### src/cpsf_defines.vh
/*
  constants for the processor status register block.
  assumes inclusion by bare name from the design file.
*/
`ifndef CPSF_DEFINES_VH
`define CPSF_DEFINES_VH
// ----------------------------------------
// register map
// ----------------------------------------
`define CPSF_IDX_STATUS   8'h03
`define CPSF_IDX_OPCTL    8'h04
`define CPSF_IDX_OPERAND  8'h05
`define CPSF_IDX_RESULT   8'h06
`define CPSF_IDX_EVENT    8'h07
// ----------------------------------------
// field positions
// ----------------------------------------
`define CPSF_BIT_C    0
`define CPSF_BIT_DC   1
`define CPSF_BIT_Z    2
`define CPSF_BIT_PD   3
`define CPSF_BIT_TO   4
`define CPSF_BIT_RP0  5
`define CPSF_BIT_RP1  6
`define CPSF_BIT_IRP  7
// ----------------------------------------
// operation codes
// ----------------------------------------
`define CPSF_OP_MOVE   4'h0
`define CPSF_OP_CLR    4'h1
`define CPSF_OP_BCF    4'h2
`define CPSF_OP_BSF    4'h3
`define CPSF_OP_SWAP   4'h4
`define CPSF_OP_ADD    4'h5
`define CPSF_OP_SUB    4'h6
`define CPSF_OP_AND    4'h7
`define CPSF_OP_RLF    4'h8
`define CPSF_OP_RRF    4'h9
// ----------------------------------------
// reset values
// ----------------------------------------
`define CPSF_RST_STATUS  8'h18
`endif

### src/cpsf_status_reg.v
/*
  processor status register with a small alu front end, reached over apb.
  assumes a single clock, synchronous inputs and an apb master that holds
  each request until pready.
*/
// What this block does
// (RQ1) status register accepts writes like any file
// (RQ2) flag-updating ops load z, dc, c from alu
// (RQ3) writes to reset-cause bits are ignored
// (RQ4) clear op clears top three, sets zero
// (RQ5) bit, swap, move ops keep alu flags
// (RQ6) top two bits unused, never decoded
// (RQ7) subtract adds two's complement; borrows inverted
// (RQ8) cleared carry means a borrow occurred
// (RQ9) rotate loads carry from msb or lsb
// (RQ10) reset-cause bits follow power-up, watchdog, sleep
// (RQ11) bank bit selects bank; zero on zero result
`timescale 1ns/1ps
`include "cpsf_defines.vh"

module cpsf_status_reg (
  // clock and reset
  input  wire        clk_sys,
  input  wire        rst,
  // apb slave
  input  wire        psel,
  input  wire        penable,
  input  wire        pwrite,
  input  wire [11:0] paddr,
  input  wire [31:0] pwdata,
  output reg         pready,
  output reg  [31:0] prdata,
  output reg         pslverr,
  // reset-cause events from the core
  input  wire        watchdogTimeout,
  input  wire        sleepEntry,
  input  wire        watchdogClear,
  // status seen by the core
  output reg  [7:0]  statusOut,
  output reg         bankSelect
);

  // ----------------------------------------
  // decode helpers
  // ----------------------------------------
  function [7:0] regIndex;
    input [11:0] addr;
    begin
      regIndex = addr[9:2];
    end
  endfunction

  function wordAligned;
    input [11:0] addr;
    begin
      wordAligned = (addr[1:0] == 2'b00) && (addr[11:10] == 2'b00);
    end
  endfunction

  // ----------------------------------------
  // state
  // ----------------------------------------
  reg  [7:0] status_q;
  reg  [7:0] status_d;
  reg  [7:0] operand_q;
  reg  [7:0] result_q;
  reg  [7:0] result_d;
  reg  [7:0] opctl_q;
  reg        powerUp_q;
  reg  [7:0] rdMux;
  reg        err;

  // ----------------------------------------
  // bus decode
  // ----------------------------------------
  // the registered pready blocks a second take of one access
  wire       access    = psel && penable && !pready;
  wire       wrStrobe  = access && pwrite;
  wire [7:0] idx       = regIndex(paddr);
  wire       aligned   = wordAligned(paddr);
  wire       opStrobe  = wrStrobe && aligned && (idx == `CPSF_IDX_OPCTL);
  wire       statWrite = wrStrobe && aligned && (idx == `CPSF_IDX_STATUS);
  wire       evtWrite  = wrStrobe && aligned && (idx == `CPSF_IDX_EVENT);
  wire [3:0] opCode    = pwdata[3:0];
  wire [2:0] bitSel    = pwdata[6:4];
  wire       destStat  = pwdata[7];
  wire       operandWrite = wrStrobe && aligned && (idx == `CPSF_IDX_OPERAND);

  // ----------------------------------------
  // reset-cause events
  // ----------------------------------------
  // the event register replays a core event, useful before the core exists
  wire       setRun     = powerUp_q || watchdogClear || (evtWrite && pwdata[2]);
  wire       setSleep   = sleepEntry || (evtWrite && pwdata[1]);
  wire       setTimeout = watchdogTimeout || (evtWrite && pwdata[0]);

  // ----------------------------------------
  // alu
  // ----------------------------------------
  // source operand is the status register itself when it is the destination
  wire [7:0] src       = destStat ? status_q : operand_q;
  wire [7:0] accum     = pwdata[15:8];
  // subtract reuses the adder, so carry out reads as not-borrow
  wire [7:0] subB      = ~accum;
  wire [8:0] addSum    = {1'b0, src} + {1'b0, accum};
  wire [8:0] subSum    = {1'b0, src} + {1'b0, subB} + 9'h001; // RQ7
  wire [4:0] addNib    = {1'b0, src[3:0]} + {1'b0, accum[3:0]};
  wire [4:0] subNib    = {1'b0, src[3:0]} + {1'b0, subB[3:0]} + 5'h01; // RQ7

  reg  [7:0] aluRes;
  reg        updZ;
  reg        updDc;
  reg        updC;
  reg        newZ;
  reg        newDc;
  reg        newC;

  always @* begin
    aluRes = src;
    updZ   = 1'b0;
    updDc  = 1'b0;
    updC   = 1'b0;
    newDc  = status_q[`CPSF_BIT_DC];
    newC   = status_q[`CPSF_BIT_C];
    case (opCode)
      `CPSF_OP_MOVE: begin
        aluRes = accum; // RQ5
      end
      `CPSF_OP_CLR: begin
        aluRes = 8'h00;
        updZ   = 1'b1; // RQ4
        // dc and c take their own old value, so a clear leaves them alone
        updDc  = 1'b1; // RQ4
        updC   = 1'b1; // RQ4
      end
      `CPSF_OP_BCF: begin
        aluRes = src & ~(8'h01 << bitSel); // RQ5
      end
      `CPSF_OP_BSF: begin
        aluRes = src | (8'h01 << bitSel); // RQ5
      end
      `CPSF_OP_SWAP: begin
        aluRes = {src[3:0], src[7:4]}; // RQ5
      end
      `CPSF_OP_ADD: begin
        aluRes = addSum[7:0];
        updZ   = 1'b1;
        updDc  = 1'b1;
        updC   = 1'b1;
        newDc  = addNib[4];
        newC   = addSum[8];
      end
      `CPSF_OP_SUB: begin
        aluRes = subSum[7:0];
        updZ   = 1'b1;
        updDc  = 1'b1;
        updC   = 1'b1;
        newDc  = subNib[4]; // RQ7
        newC   = subSum[8]; // RQ8
      end
      `CPSF_OP_AND: begin
        aluRes = src & accum;
        updZ   = 1'b1;
      end
      // rotates run through the carry flag
      `CPSF_OP_RLF: begin
        aluRes = {src[6:0], status_q[`CPSF_BIT_C]};
        updC   = 1'b1;
        newC   = src[7]; // RQ9
      end
      `CPSF_OP_RRF: begin
        aluRes = {status_q[`CPSF_BIT_C], src[7:1]};
        updC   = 1'b1;
        newC   = src[0]; // RQ9
      end
      default: begin
        aluRes = src;
      end
    endcase
    newZ = (aluRes == 8'h00); // RQ11
  end

  // ----------------------------------------
  // next status value
  // ----------------------------------------
  always @* begin
    status_d = status_q;
    result_d = result_q;
    // one bus, so an op and a direct write never meet
    if (opStrobe) begin
      result_d = aluRes;
      if (destStat) begin
        // writable bits take the result; reset-cause bits stay
        status_d[`CPSF_BIT_IRP] = aluRes[`CPSF_BIT_IRP]; // RQ1
        status_d[`CPSF_BIT_RP1] = aluRes[`CPSF_BIT_RP1]; // RQ1
        status_d[`CPSF_BIT_RP0] = aluRes[`CPSF_BIT_RP0]; // RQ4
        if (!updZ) status_d[`CPSF_BIT_Z] = aluRes[`CPSF_BIT_Z];
        if (!updDc) status_d[`CPSF_BIT_DC] = aluRes[`CPSF_BIT_DC];
        if (!updC) status_d[`CPSF_BIT_C] = aluRes[`CPSF_BIT_C];
      end
      if (updZ) status_d[`CPSF_BIT_Z] = newZ; // RQ2
      if (updDc) status_d[`CPSF_BIT_DC] = newDc; // RQ2
      if (updC) status_d[`CPSF_BIT_C] = newC; // RQ2
    end else if (statWrite) begin // RQ3
      // bits 4 and 3 are left out, so a status write never moves them
      status_d[`CPSF_BIT_IRP] = pwdata[`CPSF_BIT_IRP]; // RQ1
      status_d[`CPSF_BIT_RP1] = pwdata[`CPSF_BIT_RP1]; // RQ1
      status_d[`CPSF_BIT_RP0] = pwdata[`CPSF_BIT_RP0]; // RQ1
      status_d[2:0]           = pwdata[2:0]; // RQ1
    end
    // reset-cause bits move only by their own events
    if (setRun) begin
      status_d[`CPSF_BIT_TO] = 1'b1; // RQ10
      status_d[`CPSF_BIT_PD] = 1'b1; // RQ10
    end
    if (setSleep) begin
      status_d[`CPSF_BIT_TO] = 1'b1; // RQ10
      status_d[`CPSF_BIT_PD] = 1'b0; // RQ10
    end
    // timeout is the latest event in a cycle, so it wins
    if (setTimeout) begin
      status_d[`CPSF_BIT_TO] = 1'b0; // RQ10
    end
  end

  // ----------------------------------------
  // read mux
  // ----------------------------------------
  always @* begin
    rdMux = 8'h00;
    err   = 1'b0;
    if (!aligned) begin
      err = 1'b1;
    end else if (idx == `CPSF_IDX_STATUS) begin
      rdMux = status_q;
    end else if (idx == `CPSF_IDX_OPCTL) begin
      rdMux = opctl_q;
    end else if (idx == `CPSF_IDX_OPERAND) begin
      rdMux = operand_q;
    end else if (idx == `CPSF_IDX_RESULT) begin
      rdMux = result_q;
    end else if (idx == `CPSF_IDX_EVENT) begin
      // event register is write-only and reads back as zero
      rdMux = 8'h00;
    end else begin
      err = 1'b1;
    end
  end

  // ----------------------------------------
  // status and result registers
  // ----------------------------------------
  always @(posedge clk_sys or posedge rst) begin
    if (rst) begin
      status_q   <= `CPSF_RST_STATUS;
      result_q   <= 8'h00;
      powerUp_q  <= 1'b1;
      statusOut  <= `CPSF_RST_STATUS;
      bankSelect <= 1'b0;
    end else begin
      powerUp_q  <= 1'b0;
      status_q   <= status_d;
      result_q   <= result_d;
      // copy taken from the next value so the core sees it with status_q
      statusOut  <= status_d;
      // only the low bank bit is decoded; the top two are ignored
      bankSelect <= status_d[`CPSF_BIT_RP0]; // RQ11 RQ6
    end
  end

  // ----------------------------------------
  // operand file and op control
  // ----------------------------------------
  always @(posedge clk_sys or posedge rst) begin
    if (rst) begin
      operand_q <= 8'h00;
      opctl_q   <= 8'h00;
    end else begin
      if (opStrobe) begin
        opctl_q <= pwdata[7:0];
      end
      if (operandWrite) begin
        operand_q <= pwdata[7:0];
      end
    end
  end

  // ----------------------------------------
  // apb response
  // ----------------------------------------
  // one wait state on every access keeps the answer a plain register
  always @(posedge clk_sys or posedge rst) begin
    if (rst) begin
      pready  <= 1'b0;
      prdata  <= 32'h00000000;
      pslverr <= 1'b0;
    end else begin
      pready  <= access;
      pslverr <= access && err;
      prdata  <= (access && !pwrite && !err) ? {24'h000000, rdMux} : 32'h00000000;
    end
  end

endmodule

### config.mk
export PLATFORM = sky130hd
export DESIGN_NAME = cpsf_status_reg
export DESIGN_NICKNAME = d
export VERILOG_FILES = /design/src/cpsf_status_reg.v
export VERILOG_INCLUDE_DIRS = /design/src
export SDC_FILE = /design/constraint.sdc
export NUM_CORES = 1
export LEC_CHECK = 0
export BUFFER_PORTS_ARGS = -buffer_cell sky130_fd_sc_hd__clkbuf_2
export CORE_AREA = 2 2 76 106
export DETAILED_ROUTE_END_ITERATION = 10
export DIE_AREA = 0 0 78 108
export GPL_ROUTABILITY_DRIVEN = 1
export GPL_TIMING_DRIVEN = 0
export PLACE_DENSITY = 0.88
export SLEW_MARGIN = 40
export SYNTH_ARGS = -nofsm -noshare
export SYNTH_HDL_FRONTEND = slang
export SYNTH_SLANG_ARGS = --single-unit
export TNS_END_PERCENT = 1
### constraint.sdc
create_clock -name clk_sys -period 3.41 [get_ports clk_sys]
set_clock_uncertainty 0.05 [all_clocks]
set_input_delay 0.682 -clock clk_sys [delete_from_list [all_inputs] [get_ports clk_sys]]
set_output_delay 0.682 -clock clk_sys [all_outputs]
set_load 0.05 [all_outputs]
==> out/summary.log, run 1 <==
[outcome] outcome finished clean
[detailed_routing] Avg Vias per Cell 6.298
[layout] fin nets 688
[global_routing] via count of the first global-routing pass 4351
[logic_synthesis] Cell variety after synth 70
[logic_synthesis] area share of the largest cell type after synthesis 0.2505
[global_routing] Overall Global Routing Usage 0.3390
[timing] Final setup violation count 0
[worst_hold_path] HP Class input port to asynchronous set/reset pin
[worst_setup_path] largest delay contributor family on the critical path compound AO/OA/AOI/OAI gates
[clock_tree] CTS tree done
[detailed_routing] WL met2 6.928 mm
[logic_synthesis] register bit count reported by yosys 43
[floorplan] top-level port count 95
[layout] area growth from synthesis to layout 20.16%
[logic_synthesis] ranking of synthesized cells by area sky130_fd_sc_hd__dfrtp_1 25%, sky130_fd_sc_hd__nand2_1 5.8%, sky130_fd_sc_hd__a21oi_1 5.4%
[logic_synthesis] multiplexer area fraction after synthesis 0.02755
[clock_tree] number of sinks driven by the clock tree 43
[global_routing] initial antenna violation count 0
[timing] max-slew violation count 0
[timing] Tcrit/Tclk final 0.9874
[floorplan] Starting Density 0.5395
[logic_synthesis] Async S/R FF share, synth 1.000
[detailed_routing] first-iteration detailed-routing DRC count 371
[clock_tree] TritonCTS buffer count 5
[worst_setup_path] total buffers and inverters traversed by the critical path 4
[logic_synthesis] gate count of the mapped netlist 530
[floorplan] core region area 7407 um2
[logic_synthesis] warnings from Yosys 0
[logic_synthesis] number of synthesized flops with an enable pin 0
[worst_setup_path] maximum cell stage delay along the critical path 0.36 ns
[layout] fraction of layout cells with a size suffix above 1 0.2120
[logic_synthesis] area fraction in compound gates after synthesis 0.2736
[place] number of input and output port buffers inserted 53
[floorplan] Die ar. 8424 um2
[logic_synthesis] xor/xnor cell area share of the yosys netlist 0.004383
[layout] commonest cells after routing, fill and taps aside 62 x sky130_fd_sc_hd__nand2_1, 53 x sky130_fd_sc_hd__clkbuf_2, 40 x sky130_fd_sc_hd__dfrtp_1
[worst_setup_path] maximum fanout along the worst path 10
[timing] Worst-Margin Slew 0.7101 ns
[layout] most common cell after layout, fill and taps aside sky130_fd_sc_hd__nand2_1
[detailed_routing] remaining antenna violation count after routing 0
[timing] Final Hold Fails 0
[detailed_routing] via count 4503
[logic_synthesis] mean instance size in the synthesized netlist 7.540 um2
[power_and_ir_drop] static leakage power 2.254 nW
[clock_tree] clock latency on the worst-skew pair 0.32 ns
[worst_setup_path] Top cell by count, worst path sky130_fd_sc_hd__nand2b_1
[logic_synthesis] Synth Area in Simple Gates 0.2361
[worst_setup_path] kind of end point of the critical path register
[worst_setup_path] startpoint type of the worst setup path input port
[logic_synthesis] leading area contributor after synthesis sky130_fd_sc_hd__dfrtp_1
[floorplan] width of the chip 78 um
[detailed_routing] met3 wire length 942 um
[layout] ANT cells 0
[logic_synthesis] combinational family with the most area after synthesis compound AO/OA/AOI/OAI gates
[worst_setup_path] critical path data required time 3.57 ns
[power_and_ir_drop] Pwr Total 0.001422 W
[timing] highest attainable clock frequency 0.2970 GHz
[global_routing] first-pass GRT wire length 22.11 mm
[detailed_routing] 1st-pass router iterations 5
[detailed_routing] uppermost layer routed met4
[run] max-cap violations 0
[place] detailed placer's ending HPWL 10.77 mm
[timing] time the final worst path needs with I/O delays and setup 3.367 ns
[clock_tree] clk buf depth 2
[detailed_routing] remaining design rule violation count 0
[logic_synthesis] post-synthesis instance area 3996 um2
[place] routability congestion estimate 1.076
[layout] Fill cells 641
[worst_setup_path] classification of the worst setup path input port to register
[clock_tree] clock tree root driver cell sky130_fd_sc_hd__clkbuf_8
[timing] Max-Slew Margin vs Limit 0.5256
[power_and_ir_drop] VDD IR-drop max 0.3077 mV
[power_and_ir_drop] power density of the placed cells 296.2 nW/um2
[worst_setup_path] slowest cell on the critical path sky130_fd_sc_hd__a41oi_1
[global_routing] maximum number of pins on one net before global-route repair 44
[timing] RSZ-0062 raised after global routing no
[floorplan] number of placement rows 37
[clock_tree] clock slew seen by the registers of the worst setup and hold paths 0.09 ns
[logic_synthesis] top_reg_cell synth sky130_fd_sc_hd__dfrtp_1
[worst_setup_path] CP Data Arrival Time 3.53 ns
[detailed_routing] drt wl/cell 19.71 um
[clock_tree] CTS H-Tree Depth 2
[global_routing] overall overflow remaining after global route 0
[worst_setup_path] list of cells traversed by the critical path buf_4, clkbuf_16, mux2i_4, inv_2, ha_1, clkbuf_4, nand2b_1, a21oi_2, nor4b_1, a41oi_1, a32oi_2, nand2b_1, o41ai_2
[logic_synthesis] portion of the post-synthesis area used by sequential elements 0.2702
[layout] Final Util 0.6483
[detailed_routing] wirelength, routed 14.09 mm
[detailed_routing] length of routed wiring on met1 5.098 mm
[logic_synthesis] adder-cell area share of the yosys netlist 0.06324
[floorplan] Die Span Y 108 um
registers in the layout, summed over array words and instances, names as in the netlist:
| register | flops |
|---|---|
| opctl_q | 8 |
| operand_q | 8 |
| powerUp_q | 1 |
| prdata | 8 |
| pready | 1 |
| pslverr | 1 |
| result_q | 8 |
| status_q | 8 |
routing by layer:
| layer | global-route usage | vias up |
|---|---|---|
| met2 | 0.6053 | 280 |
| met1 | 0.3610 | 2096 |
| met4 | 0.2531 | 0 |
| li1 | - | 2040 |
| met3 | 0.04591 | 87 |
| met5 | 0 | - |
synthesized netlist by cell type, types with 4 or more instances:
cell type,instances
sky130_fd_sc_hd__nor2_1,33
sky130_fd_sc_hd__nand2_1,62
sky130_fd_sc_hd__ha_1,17
sky130_fd_sc_hd__buf_1,4
sky130_fd_sc_hd__o221ai_1,4
sky130_fd_sc_hd__mux2i_1,11
sky130_fd_sc_hd__nand3_1,10
sky130_fd_sc_hd__nor4b_1,4
sky130_fd_sc_hd__nor3_1,15
sky130_fd_sc_hd__inv_1,40
sky130_fd_sc_hd__buf_4,25
sky130_fd_sc_hd__clkbuf_1,31
sky130_fd_sc_hd__nand2b_1,8
sky130_fd_sc_hd__a21oi_1,43
sky130_fd_sc_hd__a211oi_1,4
sky130_fd_sc_hd__o21ai_0,30
sky130_fd_sc_hd__a221oi_1,5
sky130_fd_sc_hd__a31oi_1,10
sky130_fd_sc_hd__nor2b_1,12
sky130_fd_sc_hd__o22ai_1,22
sky130_fd_sc_hd__o211ai_1,4
sky130_fd_sc_hd__dfrtp_1,40
sky130_fd_sc_hd__nand3b_1,4
sky130_fd_sc_hd__nor4_1,4
sky130_fd_sc_hd__a32oi_1,6
where the power goes:
group          leakage (nW)  internal [W]  switching (W)
combinational          1.65      0.000166       0.000318
sequential            0.547      0.000515     0.00000433
clock                0.0612      0.000237       0.000182
cell type report:
| type | instances | area, um2 | share of cell area |
|---|---|---|---|
| timing repair buffer | 57 | 295.3 | 0.06149 |
| clock buffer | 6 | 82.58 | 0.01720 |
| clock inverter | 2 | 35.03 | 0.007295 |
| sequential | 43 | 1080 | 0.2249 |
| multi-input combinational | 407 | 2665 | 0.5550 |
| inverter | 40 | 152.6 | 0.03179 |
| tap | 97 | 121.4 | 0.02527 |
| buffer | 63 | 370.4 | 0.07712 |
timing repair:
action	4_1_cts	5_1_grt
hold endpoints to repair	0	0
setup endpoints to repair	8	5
resized for setup	18	15
hold buffers	0	0
setup buffers	0	4
pin swaps	0	4
gates cloned	0	0
final timing paths:
| check | from | end | slack (ns) | cells after the start |
|---|---|---|---|---|
| max | pwdata[7] | status_q[2]$_DFFE_PP0P_ | 0.04 | 13 |
| min | rst | opctl_q[0]$_DFFE_PP0P_ | 0.33 | 2 |
| max reg2reg | status_q[0]$_DFFE_PP0P_ | status_q[2]$_DFFE_PP0P_ | 0.22 | 13 |
| min reg2reg | opctl_q[4]$_DFFE_PP0P_ | opctl_q[4]$_DFFE_PP0P_ | 0.45 | 2 |
| max in group asynchronous | rst | powerUp_q$_DFF_PP1_ | 2.60 | 2 |
| min in group clk_sys | watchdogTimeout | status_q[4]$_DFFE_PP1P_ | 0.42 | 2 |
stage by stage:
step                      hold WS (ns)  instances  area (um2)  setup WS (ns)  TNS, ns
final                           0.3319        715        4802        0.04312        0
after CTS                       0.3645        712        4716       0.001861        0
after global routing            0.3909        715        4802       0.003242        0
after floorplan                 0.3964        554        4105        0.01508        0
after detailed placement        0.4187        704        4501        -0.8173   -4.894
after global placement          0.4103        704        4492        -0.8016   -4.822
cells by family after synthesis:
kind of cell             after synthesis
XOR/XNOR                               2
multiplexers                          11
AO/OA/AOI/OAI                        167
adder cells (fa/ha/maj)               19
flip-flops                            43
buffers and inverters                104
other                                  1
AND/OR/NAND/NOR                      183
(Power assumes the default switching activity.)
==> run 2, diff against run 1 <==
CORE_AREA = 2 2 89 91   (was 2 2 76 106)
DIE_AREA = 0 0 91 93   (was 0 0 78 108)
==> run 2 against run 1 <==
Effect of this change:
- first-iteration DRC count is 59% higher
- register-to-register slack hardly changed
- routed wire length is 0.50% higher
==> out/summary.log, run 2 (synthesized netlist as in run 1, its figures left out) <==
[detailed_routing] length of routed wiring on met1 5.432 mm [+6.6%]
[worst_setup_path] critical path data required time 3.55 ns [-0.02 ns]
[power_and_ir_drop] static leakage power 2.224 nW [-1.4%]
[layout] fin nets 688 [unchanged]
[clock_tree] cts hold-fix bufs 0 [unchanged]
[floorplan] Starting Density 0.5309 [-0.008609]
[worst_setup_path] startpoint type of the worst setup path input port
[floorplan] width of the chip 91 um [+17%]
[worst_hold_path] HP Class input port to asynchronous set/reset pin
[power_and_ir_drop] power density of the placed cells 278.4 nW/um2 [-6.0%]
[clock_tree] number of sinks driven by the clock tree 43 [unchanged]
[layout] Final Cell Area 4766 um2 [-0.76%]
[power_and_ir_drop] VDD IR-drop max 0.1642 mV [-47%]
[place] detailed placer's ending HPWL 10.50 mm [-2.5%]
[power_and_ir_drop] register share of total power 0.391 [+0.026]
[global_routing] Overall Global Routing Usage 0.3295 [-0.009473]
[floorplan] core region area 7527 um2 [+1.6%]
[detailed_routing] via count 4593 [+2.0%]
[place] Place WS -0.8400 ns [-0.02269 ns]
[power_and_ir_drop] Switching Power 0.0005035 W [-0.17%]
[floorplan] number of placement rows 32 [-14%]
[global_routing] overall overflow remaining after global route 0 [unchanged]
[layout] ANT cells 0 [unchanged]
[worst_setup_path] kind of end point of the critical path register
[timing] Tcrit/Tclk final 0.9730 [-0.01436]
[detailed_routing] Avg Vias per Cell 6.379 [+1.3%]
[run] max-cap violations 0 [unchanged]
[worst_setup_path] worst-case register-to-register setup slack 0.22 ns [about the same]
[global_routing] initial antenna violation count 0 [unchanged]
[power_and_ir_drop] share of total power in the clock network 0.243 [-0.052]
[timing] Final setup violation count 0 [unchanged]
[global_routing] maximum number of pins on one net before global-route repair 44 [unchanged]
[timing] Setup WS post-layout 0.09210 ns [+0.04898 ns]
[floorplan] Die Span Y 93 um [-14%]
[worst_setup_path] maximum fanout along the worst path 7 [-3]
[timing] highest attainable clock frequency 0.3014 GHz [+1.5%]
[detailed_routing] remaining antenna violation count after routing 0 [unchanged]
[floorplan] Die ar. 8463 um2 [+0.46%]
[layout] Fill cells 676 [+5.5%]
[place] routability congestion estimate 0.9809 [-8.8%]
[worst_setup_path] maximum cell stage delay along the critical path 0.38 ns [+0.02 ns]
[timing] max-slew violation count 0 [unchanged]
[detailed_routing] WL met2 6.428 mm [-7.2%]
[detailed_routing] remaining design rule violation count 0 [unchanged]
[worst_setup_path] slowest cell on the critical path sky130_fd_sc_hd__mux2i_4
[clock_tree] clock slew seen by the registers of the worst setup and hold paths 0.09 ns [about the same]
[worst_setup_path] classification of the worst setup path input port to register
[clock_tree] CTS H-Tree Depth 2 [unchanged]
[detailed_routing] met3 wire length 1.619 mm [+72%]
[power_and_ir_drop] switching share of power 0.3794 [+0.02480]
[power_and_ir_drop] internal cell power 0.0008235 W [-10%]
[timing] Final Hold Fails 0 [unchanged]
[power_and_ir_drop] portion of total power attributed to combinational logic 0.366 [+0.026]
[timing] Worst-Margin Slew 0.7032 ns [-0.006931 ns]
[timing] Max-Slew Margin vs Limit 0.5245 [-0.001089]
[worst_setup_path] depth of the most critical reg-to-reg path 12 [-1]
[clock_tree] TritonCTS buffer count 5 [unchanged]
[worst_setup_path] list of cells traversed by the critical path buf_6, mux2i_4, inv_1, ha_1, nor2b_1, o31ai_2, a31oi_1, mux2i_1, o31ai_2, inv_1, o41ai_2
[detailed_routing] uppermost layer routed met4
[clock_tree] clk buf depth 2 [unchanged]
[worst_setup_path] source of the worst register-to-register timing path status_q[0]$_DFFE_PP0P_
[worst_setup_path] terminus of the critical flop-to-flop path status_q[2]$_DFFE_PP0P_
[detailed_routing] first-iteration detailed-routing DRC count 589 [+59%]
[detailed_routing] wirelength, routed 14.17 mm [+0.50%]
[clock_tree] clock tree root driver cell sky130_fd_sc_hd__clkbuf_8
[power_and_ir_drop] Pwr Total 0.001327 W [-6.7%]
[worst_setup_path] CP Data Arrival Time 3.46 ns [-0.07 ns]
[place] total cell area at the placement stage 4511 um2 [+0.22%]
[floorplan] top-level port count 95 [unchanged]
[clock_tree] clock latency on the worst-skew pair 0.30 ns [-0.02 ns]
[timing] time the final worst path needs with I/O delays and setup 3.318 ns [-0.04898 ns]
[layout] most common cell after layout, fill and taps aside sky130_fd_sc_hd__nand2_1
[clock_tree] CTS tree done
[layout] commonest cells after routing, fill and taps aside 62 x sky130_fd_sc_hd__nand2_1, 53 x sky130_fd_sc_hd__clkbuf_2, 42 x sky130_fd_sc_hd__a21oi_1
[outcome] outcome finished clean
[detailed_routing] 1st-pass router iterations 5 [unchanged]
[place] number of input and output port buffers inserted 53 [unchanged]
[global_routing] via count of the first global-routing pass 4223 [-2.9%]
[detailed_routing] drt wl/cell 19.67 um [-0.19%]
[layout] fraction of layout cells with a size suffix above 1 0.2055 [-0.006472]
[layout] area growth from synthesis to layout 19.25%
[global_routing] first-pass GRT wire length 21.94 mm [-0.78%]
==> run 2: worst max path at each step <==
| stage | startpoint | slack [ns] | cells after the start | end |
|---|---|---|---|---|
| floorplan | pwdata[7] | 0.02 | 12 | status_q[2]$_DFFE_PP0P_ |
| global placement | pwdata[7] | -0.80 | 12 | status_q[2]$_DFFE_PP0P_ |
| detailed placement | pwdata[7] | -0.84 | 12 | status_q[2]$_DFFE_PP0P_ |
| CTS | pwdata[7] | 0.0005 | 12 | status_q[2]$_DFFE_PP0P_ |
| global route | pwdata[7] | -0.05 | 11 | status_q[2]$_DFFE_PP0P_ |
| finish | pwdata[7] | 0.09 | 11 | status_q[2]$_DFFE_PP0P_ |
==> run 2: layout make-up <==
cell class | instances | area, um2 | share of cell area
well taps | 102 | 127.6 | 0.02678
clock buffers | 6 | 72.57 | 0.01523
inverters | 40 | 156.4 | 0.03282
flip-flops and latches | 43 | 1081 | 0.2268
multi-input cells | 407 | 2646 | 0.5553
plain buffers | 63 | 374.1 | 0.07850
repair buffers | 57 | 295.3 | 0.06196
clock inverters | 2 | 12.51 | 0.002625
==> run 2: power groups by stage <==
stage | logic [W] | clock network, W | registers, W
after floorplan | 0.000313 | 0 | 0.000539
after CTS | 0.000456 | 0.000319 | 0.000519
after global routing | 0.000517 | 0.000349 | 0.000520
final | 0.000486 | 0.000322 | 0.000519
after global placement | 0.000435 | 0 | 0.000528
after detailed placement | 0.000440 | 0 | 0.000529
==> run 2: per-stage QoR <==
stage                     utilization  hold slack, ns  std cells  setup TNS [ns]
after floorplan                     -          0.3964        554               0
after global placement         0.5976          0.4122        709          -5.104
after detailed placement       0.5992          0.4177        709          -5.745
after CTS                      0.6242          0.3779        719               0
after global routing           0.6331          0.4098        720        -0.04516
final                          0.6331          0.3482        720               0
==> run 2: routing by layer <==
| layer | vias to the layer above | GRT usage |
|---|---|---|
| met2 | 339 | 0.5216 |
| met5 | - | 0 |
| met1 | 2141 | 0.4263 |
| met4 | 0 | 0.1793 |
| met3 | 67 | 0.06366 |
| li1 | 2046 | - |
==> run 2: critical path, delay by kind of cell <==
| kind | cells | cell delay, ns |
|---|---|---|
| AO/OA/AOI/OAI | 4 | 1.26 |
| adder cells (fa/ha/maj) | 1 | 0.32 |
| buffers and inverters | 3 | 0.47 |
| multiplexers | 2 | 0.55 |
| AND/OR/NAND/NOR | 1 | 0.16 |
==> run 2: what timing repair did <==
item	CTS	global route
gates resized for setup	16	15
buffers inserted	2	2
setup endpoints to repair	8	4
pin swaps	1	4
==> run 3, diff against run 2 <==
ABC_AREA = 1   (was unset)
CORE_AREA = 2 2 88 90   (was 2 2 89 91)
DIE_AREA = 0 0 90 92   (was 0 0 91 93)
==> run 3 against run 2 <==
Effect of this change:
- power fell by 10%
- critical path depth rose by 5
- maximum frequency rose by 5.2%
- combinational power is 26% lower
- sequential share of layout area rose by 1.2 points
==> out/summary.log, run 3 <==
[clock_tree] clock latency on the worst-skew pair 0.30 ns [about the same]
[power_and_ir_drop] static leakage power 2.447 nW [+10%]
[clock_tree] number of sinks driven by the clock tree 43 [unchanged]
[worst_setup_path] critical path data required time 3.59 ns [+0.04 ns]
[layout] most common cell after layout, fill and taps aside sky130_fd_sc_hd__nand2_1
[worst_setup_path] source of the worst register-to-register timing path operand_q[1]$_DFFE_PP0P_
[layout] area growth from synthesis to layout 15.33%
[clock_tree] TritonCTS buffer count 5 [unchanged]
[outcome] outcome finished clean
[logic_synthesis] leading area contributor after synthesis sky130_fd_sc_hd__dfrtp_1
[layout] Fill cells 735 [+8.7%]
[clock_tree] cts hold-fix bufs 0 [unchanged]
[detailed_routing] via count 4297 [-6.4%]
[layout] final standard cell count with taps included and fillers excluded 806 [+12%]
[floorplan] Die ar. 8280 um2 [-2.2%]
[timing] RSZ-0062 raised after global routing no
[timing] Final Hold Fails 0 [unchanged]
[timing] Worst-Margin Slew 0.8094 ns [+0.1062 ns]
[logic_synthesis] ranking of synthesized cells by area sky130_fd_sc_hd__dfrtp_1 26%, sky130_fd_sc_hd__nand2_1 19%, sky130_fd_sc_hd__nand3_1 7.7%
[logic_synthesis] register bit count reported by yosys 43 [unchanged]
[timing] highest attainable clock frequency 0.3170 GHz [+5.2%]
[timing] Final setup violation count 0 [unchanged]
[detailed_routing] remaining design rule violation count 0 [unchanged]
[logic_synthesis] mean instance size in the synthesized netlist 6.341 um2 [-16%]
[layout] commonest cells after routing, fill and taps aside 201 x sky130_fd_sc_hd__nand2_1, 76 x sky130_fd_sc_hd__nor2_1, 65 x sky130_fd_sc_hd__inv_1
[layout] Final Cell Area 4519 um2 [-5.2%]
[floorplan] core region area 7447 um2 [-1.1%]
[global_routing] via count of the first global-routing pass 4020 [-4.8%]
[detailed_routing] wirelength, routed 11.74 mm [-17%]
[timing] total negative slack for setup checks 0 ns [unchanged]
[logic_synthesis] portion of the post-synthesis area used by sequential elements 0.2755 [+0.005349]
[logic_synthesis] warnings from Yosys 0 [unchanged]
[worst_setup_path] kind of end point of the critical path register
[worst_setup_path] classification of the worst setup path input port to register
[global_routing] first-pass GRT wire length 19.28 mm [-12%]
[worst_setup_path] depth of the most critical reg-to-reg path 12 [unchanged]
[worst_setup_path] startpoint type of the worst setup path input port
[power_and_ir_drop] power density of the placed cells 264.3 nW/um2 [-5.1%]
[worst_setup_path] capture point of the critical path status_q[0]$_DFFE_PP0P_
[floorplan] top-level port count 95 [unchanged]
[clock_tree] clk buf depth 2 [unchanged]
[logic_synthesis] Cell variety after synth 38 [-46%]
[run] max-cap violations 0 [unchanged]
[place] number of placed instances, taps included 798 [+13%]
[clock_tree] CTS H-Tree Depth 2 [unchanged]
[logic_synthesis] gate count of the mapped netlist 618 [+17%]
[timing] time the final worst path needs with I/O delays and setup 3.154 ns [-0.1634 ns]
[detailed_routing] drt wl/cell 14.56 um [-26%]
[worst_setup_path] maximum fanout along the worst path 10 [+3]
[logic_synthesis] area share of the largest cell type after synthesis 0.2554 [+0.004958]
[layout] ANT cells 0 [unchanged]
[logic_synthesis] top_reg_cell synth sky130_fd_sc_hd__dfrtp_1
[place] total cell area at the placement stage 4429 um2 [-1.8%]
[logic_synthesis] library cell with the highest instance count after synthesis sky130_fd_sc_hd__nand2_1
[timing] Max-Slew Margin vs Limit 0.4584 [-0.06603]
[timing] max-slew violation count 0 [unchanged]
[worst_setup_path] terminus of the critical flop-to-flop path status_q[2]$_DFFE_PP0P_
[worst_hold_path] HP Class input port to asynchronous set/reset pin
[global_routing] overall overflow remaining after global route 0 [unchanged]
[worst_setup_path] worst-case register-to-register setup slack 0.43 ns [+0.21 ns]
[place] detailed placer's ending HPWL 9.502 mm [-9.5%]
[layout] fraction of layout cells with a size suffix above 1 0.1733 [-0.03221]
[clock_tree] clock tree root driver cell sky130_fd_sc_hd__clkbuf_8
[floorplan] Die Span Y 92 um [-1.1%]
[detailed_routing] first-iteration detailed-routing DRC count 349 [-41%]
[logic_synthesis] Async S/R FF share, synth 1.000 [unchanged]
[worst_setup_path] CP Data Arrival Time 3.33 ns [-0.13 ns]
[place] number of input and output port buffers inserted 53 [unchanged]
[detailed_routing] 1st-pass router iterations 5 [unchanged]
[worst_setup_path] start point of the critical path pwdata[7]
[logic_synthesis] cell types with the highest counts after synthesis 201 x sky130_fd_sc_hd__nand2_1, 76 x sky130_fd_sc_hd__nor2_1, 66 x sky130_fd_sc_hd__inv_1, 60 x sky130_fd_sc_hd__nand3_1, 40 x sky130_fd_sc_hd__dfrtp_1
[layout] Final Util 0.6069 [-0.02629]
[place] routability congestion estimate 0.9920 [+1.1%]
[place] Place WS -0.2882 ns [+0.5518 ns]
[floorplan] width of the chip 90 um [-1.1%]
[detailed_routing] Avg Vias per Cell 5.331 [-16%]
[global_routing] maximum number of pins on one net before global-route repair 26 [-41%]
[power_and_ir_drop] VDD IR-drop max 0.1223 mV [-26%]
[logic_synthesis] post-synthesis instance area 3919 um2 [-1.9%]
[timing] Setup WS post-layout 0.2556 ns [+0.1634 ns]
[floorplan] Starting Density 0.5262 [-0.004708]
[detailed_routing] remaining antenna violation count after routing 0 [unchanged]
[clock_tree] CTS tree done
[floorplan] number of placement rows 32 [unchanged]
[global_routing] Overall Global Routing Usage 0.2871 [-0.04244]
[layout] fin nets 774 [+13%]
[clock_tree] clock slew seen by the registers of the worst setup and hold paths 0.08 ns [about the same]
[global_routing] initial antenna violation count 0 [unchanged]
[logic_synthesis] number of synthesized flops with an enable pin 0 [unchanged]
[timing] Tcrit/Tclk final 0.9251 [-0.04793]
[run 3: changes by cell type after synthesis, moves of 20 or more]
cell                       before  now
sky130_fd_sc_hd__o22ai_1       22    2
sky130_fd_sc_hd__a21oi_1       43   21
sky130_fd_sc_hd__inv_1         40   66
sky130_fd_sc_hd__nor2_1        33   76
sky130_fd_sc_hd__nand2_1       62  201
sky130_fd_sc_hd__nand3_1       10   60
sky130_fd_sc_hd__clkbuf_1      31    3
[run 3: cell type report]
| cell class | instances | area (um2) | share of cell area |
|---|---|---|---|
| timing repair buffer | 54 | 292.8 | 0.06478 |
| sequential | 43 | 1080 | 0.2389 |
| tap | 102 | 127.6 | 0.02824 |
| clock inverter | 2 | 12.51 | 0.002769 |
| clock buffer | 6 | 72.57 | 0.01606 |
| multi-input combinational | 491 | 2406 | 0.5324 |
| buffer | 37 | 261.5 | 0.05786 |
| inverter | 71 | 266.5 | 0.05897 |
[run 3: per-layer routing]
layer	part of all wire	track usage	up-vias
met4	0.023	0.08974	0
met3	0.072	0.02794	26
met2	0.51	0.5269	213
li1	-	-	2116
met5	0	0	-
met1	0.39	0.3556	1942
[run 3: report_power, final]
group | internal [W] | switching, W | total [W]
registers | 0.000515 | 0.00000492 | 0.000520
clock network | 0.000143 | 0.000170 | 0.000313
logic | 0.000107 | 0.000254 | 0.000361
[run 3: critical path, cell delays in order]
cell and delay [ns]:
sky130_fd_sc_hd__clkbuf_2 0.17, sky130_fd_sc_hd__buf_2 0.25, sky130_fd_sc_hd__nand2_1 0.07, sky130_fd_sc_hd__o21ai_1 0.21
sky130_fd_sc_hd__ha_1 0.21, sky130_fd_sc_hd__inv_1 0.05, sky130_fd_sc_hd__fa_1 0.41, sky130_fd_sc_hd__o21ai_1 0.30
sky130_fd_sc_hd__nand3_1 0.16, sky130_fd_sc_hd__nand2_1 0.09, sky130_fd_sc_hd__nand2_1 0.07, sky130_fd_sc_hd__a21oi_1 0.14
sky130_fd_sc_hd__o21ai_0 0.10, sky130_fd_sc_hd__nand3_1 0.16, sky130_fd_sc_hd__nand3_1 0.11, sky130_fd_sc_hd__a21oi_1 0.13
[run 3: per-stage QoR]
step                      power (W)  hold WS (ns)
after floorplan           0.0007901        0.3922
after global placement    0.0008751        0.4105
after detailed placement  0.0008852        0.4232
after CTS                  0.001187        0.3798
after global routing       0.001258        0.4001
final                      0.001195        0.3576
[run 3: timing repair]
| action | in CTS | in global routing |
|---|---|---|
| setup endpoints to repair | 0 | 4 |
| buffers inserted | 0 | 0 |
| resized for setup | 0 | 2 |
[run 3: cell families (layout without fill, tap and decap cells)]
logic type | count (synthesis) | after routing | synth area share
XOR/XNOR | 1 | 1 | 0.002235
other | 1 | 25 | 0.0009569
flip-flops | 43 | 43 | 0.2755
buffers and inverters | 108 | 170 | 0.1347
AO/OA/AOI/OAI | 82 | 82 | 0.1284
adder cells (fa/ha/maj) | 19 | 19 | 0.06449
AND/OR/NAND/NOR | 364 | 364 | 0.3937
[run 3: worst min-delay path by stage]
| stage | slack (ns) | endpoint |
|---|---|---|
| global route | 0.40 | operand_q[6]$_DFFE_PP0P_ |
| global placement | 0.41 | result_q[1]$_DFFE_PP0P_ |
| floorplan | 0.39 | result_q[1]$_DFFE_PP0P_ |
| detailed placement | 0.42 | result_q[3]$_DFFE_PP0P_ |
| CTS | 0.38 | operand_q[6]$_DFFE_PP0P_ |
| finish | 0.36 | operand_q[6]$_DFFE_PP0P_ |
